`src/include/flags_pkg.sv`:
```
// package: condition-flag register layout, bus map and instruction classes
package flags_pkg;

	// ----------------------------------------
	// register map (word addresses on the bus)
	// ----------------------------------------
	localparam logic [1:0] FLAGS_ADDR = 2'h0; // cpu_condition_flags
	localparam logic [1:0] ALU_RES_ADDR = 2'h1; // last alu result, read only
	localparam logic [7:0] UNMAPPED_READ = 8'h00;

	// ----------------------------------------
	// bit positions of cpu_condition_flags
	// ----------------------------------------
	localparam int SC_BIT = 7;
	localparam int CZ_BIT = 6;
	localparam int TO_BIT = 5;
	localparam int PD_BIT = 4;
	localparam int OV_BIT = 3;
	localparam int Z_BIT = 2;
	localparam int AC_BIT = 1;
	localparam int C_BIT = 0;

	// software-writable bits: timeout and power-down are read only
	localparam logic [7:0] SW_WRITE_MASK = 8'hCF;
	// reset value: timeout and power-down cleared, others undefined (zero here)
	localparam logic [7:0] FLAGS_RESET = 8'h00;

	// ----------------------------------------
	// instruction classes seen by the flag logic
	// ----------------------------------------
	typedef enum logic [2:0] {
		OP_NONE = 3'h0,
		OP_ADD = 3'h1,
		OP_SUB = 3'h3,
		OP_SUB_BORROW = 3'h2,
		OP_LOGIC = 3'h6
	} op_class_e;

	// one alu update request
	typedef struct packed {
		logic valid;
		op_class_e op;
		logic [7:0] a;
		logic [7:0] b;
		logic carry_in;
	} alu_req_s;

	// control events from the core
	typedef struct packed {
		logic wdt_expire;
		logic watchdog_clear_instr;
		logic halt_instr;
	} ctrl_evt_s;

endpackage : flags_pkg

```
`src/verilog/flag_alu.sv`:
```
// file: 8-bit alu result and raw flag computation
`timescale 1ns/1ps

module flag_alu (
	// operation
	input flags_pkg::alu_req_s req,
	// results
	output logic [7:0] result,
	output logic ov,
	output logic zero,
	output logic aux_carry,
	output logic carry
);
	import flags_pkg::*;

	wire is_sub = (req.op == OP_SUB) || (req.op == OP_SUB_BORROW);
	wire is_sbc = (req.op == OP_SUB_BORROW);
	wire [7:0] b_eff = is_sub ? ~req.b : req.b;
	// subtract: a + ~b + 1, borrow variant uses carry as not-borrow
	wire cin = is_sub ? (is_sbc ? req.carry_in : 1'b1) : (req.op == OP_ADD ? 1'b0 : 1'b0);
	wire [4:0] lo_sum = {1'b0, req.a[3:0]} + {1'b0, b_eff[3:0]} + {4'h0, cin};
	wire [3:0] hi_low3 = {1'b0, req.a[6:4]} + {1'b0, b_eff[6:4]} + {3'h0, lo_sum[4]};
	wire [1:0] top = {1'b0, req.a[7]} + {1'b0, b_eff[7]} + {1'b0, hi_low3[3]};
	wire [7:0] arith = {top[0], hi_low3[2:0], lo_sum[3:0]};
	wire [7:0] logic_res = req.a & req.b;

	// result and flags
	assign result = (req.op == OP_LOGIC) ? logic_res : arith;
	assign ov = hi_low3[3] ^ top[1]; // carry into top bit vs carry out
	assign zero = (result == 8'h00);
	assign aux_carry = lo_sum[4]; // nibble carry, or no nibble borrow on subtract
	assign carry = top[1];

endmodule : flag_alu

```
`src/verilog/cpu_status_flags.sv`:
```
// file: condition-flag register with avalon-mm slave access
`timescale 1ns/1ps

// Contract
// - bit 7 becomes overflow xor result msb after each affecting instruction.
// - subtract instructions copy the zero flag into chained zero, bit 6.
// - subtract-with-borrow ands previous chained zero with current zero result.
// - all other instructions leave chained zero unchanged.
// - timeout bit 5 cleared by reset, watchdog-clear and halt.
// - timeout bit set when watchdog expires.
// - power-down bit 4 cleared by reset or watchdog-clear, set by halt.
// - overflow bit 3 is carry into top bit xor carry out on arithmetic, cleared by logic.
// - zero bit 2 set when result is zero, else cleared.
// - aux carry set on low-nibble carry or no nibble borrow.
// - flags are never pushed automatically on interrupt or call.
module cpu_status_flags (
	// clock and reset
	input wire logic clk,
	input wire logic sys_rst,
	// alu and control events from the core
	input flags_pkg::alu_req_s alu_req,
	input flags_pkg::ctrl_evt_s ctrl_evt,
	// flag outputs toward the core
	output logic [7:0] flags,
	output logic [7:0] alu_result,
	// avalon-mm slave
	input wire logic [1:0] avs_address,
	input wire logic avs_read,
	input wire logic avs_write,
	input wire logic [31:0] avs_writedata,
	output logic [31:0] avs_readdata,
	output logic avs_waitrequest
);
	import flags_pkg::*;

	// ----------------------------------------
	// state
	// ----------------------------------------
	logic [7:0] flags_q;
	logic [7:0] flags_d;
	logic [7:0] res_q;
	logic [31:0] rdata_q;
	logic ack_q;

	// ----------------------------------------
	// alu
	// ----------------------------------------
	logic [7:0] alu_res;
	logic alu_ov;
	logic alu_z;
	logic alu_ac;
	logic alu_c;

	flag_alu u_alu (
		.req(alu_req),
		.result(alu_res),
		.ov(alu_ov),
		.zero(alu_z),
		.aux_carry(alu_ac),
		.carry(alu_c)
	);

	// ----------------------------------------
	// bus decode: one wait cycle, answer on the second edge
	// ----------------------------------------
	wire bus_req = avs_read | avs_write;
	wire bus_done = bus_req & ack_q;
	wire sw_wr = avs_write & bus_done & (avs_address == FLAGS_ADDR);
	wire alu_upd = alu_req.valid & (alu_req.op != OP_NONE);
	wire is_arith = alu_req.op != OP_LOGIC;
	wire is_sub = alu_req.op == OP_SUB;
	wire is_sbc = alu_req.op == OP_SUB_BORROW;
	wire ov_new = is_arith ? alu_ov : 1'b0;
	wire [31:0] rd_mux = (avs_address == FLAGS_ADDR) ? {24'h000000, flags_q} :
		(avs_address == ALU_RES_ADDR) ? {24'h000000, res_q} : {24'h000000, UNMAPPED_READ};

	// ----------------------------------------
	// next flag value
	// ----------------------------------------
	always_comb begin
		flags_d = flags_q;
		// software write first; hardware updates below take priority
		if (sw_wr) begin
			flags_d = (avs_writedata[7:0] & SW_WRITE_MASK) | (flags_q & ~SW_WRITE_MASK);
		end
		if (alu_upd) begin
			flags_d[Z_BIT] = alu_z;
			flags_d[OV_BIT] = ov_new;
			flags_d[SC_BIT] = ov_new ^ alu_res[7];
			if (is_arith) begin
				flags_d[AC_BIT] = alu_ac;
				flags_d[C_BIT] = alu_c;
			end
			if (is_sub) begin
				flags_d[CZ_BIT] = alu_z;
			end else if (is_sbc) begin
				flags_d[CZ_BIT] = flags_q[CZ_BIT] & alu_z;
			end
			// other classes keep chained zero
		end
		// power-down and timeout; expiry wins over a same-cycle clear
		if (ctrl_evt.watchdog_clear_instr) begin
			flags_d[PD_BIT] = 1'b0;
			flags_d[TO_BIT] = 1'b0;
		end
		if (ctrl_evt.halt_instr) begin
			flags_d[PD_BIT] = 1'b1;
			flags_d[TO_BIT] = 1'b0;
		end
		if (ctrl_evt.wdt_expire) begin
			flags_d[TO_BIT] = 1'b1;
		end
	end

	// ----------------------------------------
	// registers; no save path exists for calls or interrupts
	// ----------------------------------------
	always_ff @(posedge clk) begin
		if (sys_rst) begin
			flags_q <= FLAGS_RESET;
		end else begin
			flags_q <= flags_d;
		end
	end

	// last alu result
	always_ff @(posedge clk) begin
		if (sys_rst) begin
			res_q <= 8'h00;
		end else if (alu_upd) begin
			res_q <= alu_res;
		end
	end

	// bus answer
	always_ff @(posedge clk) begin
		if (sys_rst) begin
			ack_q <= 1'b0;
			rdata_q <= 32'h00000000;
		end else begin
			ack_q <= bus_req & ~ack_q;
			if (bus_req & ~ack_q) begin
				rdata_q <= rd_mux;
			end
		end
	end

	// outputs
	assign flags = flags_q;
	assign alu_result = res_q;
	assign avs_readdata = rdata_q;
	assign avs_waitrequest = bus_req & ~ack_q;

endmodule : cpu_status_flags

```
`config.mk`:
```
export PLATFORM = sky130hd
export DESIGN_NAME = cpu_status_flags
export DESIGN_NICKNAME = d
export VERILOG_FILES = /design/src/include/flags_pkg.sv /design/src/verilog/flag_alu.sv /design/src/verilog/cpu_status_flags.sv
export SDC_FILE = /design/constraint.sdc
export NUM_CORES = 1
export LEC_CHECK = 0
export BUFFER_PORTS_ARGS = -buffer_cell sky130_fd_sc_hd__buf_2
export CAP_MARGIN = 20
export CORE_MARGIN = 5
export CORE_UTILIZATION = 48
export CTS_BUF_LIST = sky130_fd_sc_hd__clkbuf_4 sky130_fd_sc_hd__clkbuf_8
export DETAILED_ROUTE_END_ITERATION = 7
export PLACE_DENSITY_LB_ADDON = 0.25
export SLEW_MARGIN = 30
export SYNTH_ARGS = -nofsm -noshare
export SYNTH_HDL_FRONTEND = slang
export SYNTH_SLANG_ARGS = --single-unit
```
`constraint.sdc`:
```
create_clock -name clk -period 5.44 [get_ports clk]
set_input_delay 0.272 -clock clk [delete_from_list [all_inputs] [get_ports clk]]
set_output_delay 0.272 -clock clk [all_outputs]
set_load 0.05 [all_outputs]
```
==> reports/metrics.cfg <==
[run_status]
outcome = completed

[floorplanning]
die_h_um = 71.0
dieArea_um2 = 5040
coreArea_um2 = 3630
fp.dieW_um = 71.0
rows = 22
ioPinCount = 111
initial_utilization = 0.491

[synthesis]
ys_top_cells_by_count = dfxtp_1, nor2_1, buf_4
yosysUniqueCellTypes = 41
syn_inst = 211
yosys.area.top_type = dfxtp_1
synth_seq_cells = 25
ys.flop_type = dfxtp_1
syn_avg_cell_area_um2 = 8.46
seq_area_frac_synth = 0.280
ys_warn_count = 0
synth-edff-count = 0
netlist.area_leader.share = 0.280
ys_top_cells_by_area = dfxtp_1, buf_4, mux2i_1
synthArstFlopShare = 0
syn-cell-area_um2 = 1790

[global_route]
grtUsageMet3 = 0.0327
grtUsageMet1 = 0.215
grtUsageMet2 = 0.242
grt_overflow = 0
grt_max_degree = 27
antenna_found_initial = 0
grt_usage = 0.155
grt_pass1_vias = 1379
busiest_layer = met2
grt_pass1_wl_um = 6440

[sta]
period_minus_slack_ns = 4.08
hold_viol = 0
rsz0062_at_grt = false
finalClockSkew_ns = 0.00468
tightest_slew_ns = 0.732
finalSetupTns_ns = 0
max_freq_mhz = 245
fin_crit_sh = 0.749
slew_violations = 0
finalSetupViolCount = 0
max-slew-margin-rel = 0.512

[clocking]
root_buffer = clkbuf_8
clk_latency_ns = 0.26
cts_setup_buffers = 0
cts_max_level = 1
cts_sinks = 25
clk_path_buf_depth = 2
cts_resized = 0
cts_hold_buf = 0
cts_made_buffers = 3
cts_tree = built
clk_pin_slew_ns = 0.08

[routing]
post-route-drc-count = 0
drt-vias-per-instance = 4.95
detail-route-antenna-nets = 0
route.vias.total = 1544
wl_um = 4010
drtIter0Drc = 88
wl_per_cell_um = 12.9
firstDrtPassIters = 4

[power_and_ir_drop]
peakVddDrop_uv = 105
p_per_area_nw_per_um2 = 274
power_mw = 0.564
power_leakage_nw = 1.01

[min_path]
hold_path.class = in -> reg

[final_layout]
nets = 337
fin_area_um2 = 2060
postLayoutCoreUtil = 0.566
diodes = 0
drive_above_1_share = 0.258
syn_to_final_growth_pct = 15.2

[worst_setup_path]
r2r-start = ack_q
crit_path_frequent_cell = fa_1
startpoint = alu_req[18]
crit_required_ns = 5.60
crit_slowest_cell = fa_1
rr_endpoint = flags[7]
cpPeakStageDelay_ns = 0.53
r2r_cells = 5
path_class = in -> reg
end_kind = flip-flop
critical_path.endpoint = flags[7]
cp_cell_sequence = buf_2 -> nor2b_1 -> o21ai_0 -> fa_1 -> fa_1 -> nor2b_1 -> o21a_1 -> nor2_1 -> fa_1 -> o21ai_1 -> fa_1 -> xnor3_1 -> nand2_1 -> a41o_1
crit_arrival_ns = 4.23
startpoint_type = input port
reg2reg_slack_ns = 4.06
crit_fanout = 6

[placed_design]
dp_hpwl_um = 3260
io_buffers = 60
gp_congestion = 0.882
placed_cell_area_um2 = 2010

[job]
maxCapViolations = 0

## worst max-delay path: cells and delay by family
family / cells / cell delay, ns
adders and majority gates: 4 / 1.81
AOI/OAI and AO/OA: 4 / 0.98
and+or+nand+nor: 4 / 0.68
buffers and inverters: 1 / 0.10
xor gates and xnor gates: 1 / 0.38
## cells in the final DEF, fill, tap and decap left out, types with 7 or more instances in the layout
master   count
a21oi_1     12
buf_2       60
o21ai_0      7
nand3_1      7
dfxtp_1     25
nor3_1      11
mux2i_1     14
conb_1      24
nand2_1      8
xor2_1       9
inv_1       10
nor2_1      25
## worst min-delay path by stage
stage / slack [ns] / start / to / depth (start not counted)
after floorplan: 0.39 / ctrl_evt[0] / flags[4] / 2
after global placement: 0.46 / avs_readdata[6] / avs_readdata[6] / 2
after detailed placement: 0.47 / avs_readdata[0] / avs_readdata[0] / 2
after CTS: 0.21 / ctrl_evt[2] / flags[5] / 3
after global routing: 0.26 / ctrl_evt[2] / flags[5] / 3
final: 0.22 / ctrl_evt[2] / flags[5] / 3
## area by class of cell
| class | instances | area [µm²] |
|---|---|---|
| Fill cell | 372 | 1580 |
| Multi-Input combinational cell | 164 | 1100 |
| Sequential cell | 25 | 500 |
| Timing Repair Buffer | 61 | 308 |
| Tap cell | 48 | 60.1 |
| Clock buffer | 4 | 48.8 |
| Inverter | 10 | 37.5 |
## sequential cells by signal, summed over array words and instances (netlist names)
register and count:
alu_result 8, avs_readdata 8, ack_q 1, flags 8
## cells by family (layout without fill, tap and decap cells)
kind of cell             Yosys count  in the layout  synth area share
buffers and inverters             45             75             0.153
flip-flops                        25             25             0.280
AO/OA/AOI/OAI                     45             45             0.171
other                              1             24           0.00210
adder cells (fa/ha/maj)           10             10            0.0911
multiplexers                      14             14            0.0785
XOR/XNOR                          13             13            0.0715
AND/OR/NAND/NOR                   58             58             0.153
## stage by stage
stage | hold slack (ns) | setup slack, ns | instances
3_5_place_dp | 0.473 | 1.05 | 308
5_1_grt | 0.258 | 1.09 | 312
4_1_cts | 0.213 | 1.33 | 312
6_report | 0.216 | 1.36 | 312
3_3_place_gp | 0.462 | 1.07 | 308
2_1_floorplan | 0.389 | 1.63 | 234
## routing by layer
metal / part of all wire / up-vias
met5: 0 / -
met4: 0.011 / 0
met3: 0.073 / 4
met2: 0.45 / 50
met1: 0.46 / 695
li1: - / 795
## power breakdown
| group | switching (mW) | internal (mW) |
|---|---|---|
| logic | 0.170 | 0.0771 |
| registers | 0.0101 | 0.198 |
| clock network | 0.0525 | 0.0572 |
Power figures use the tool's default switching activity.
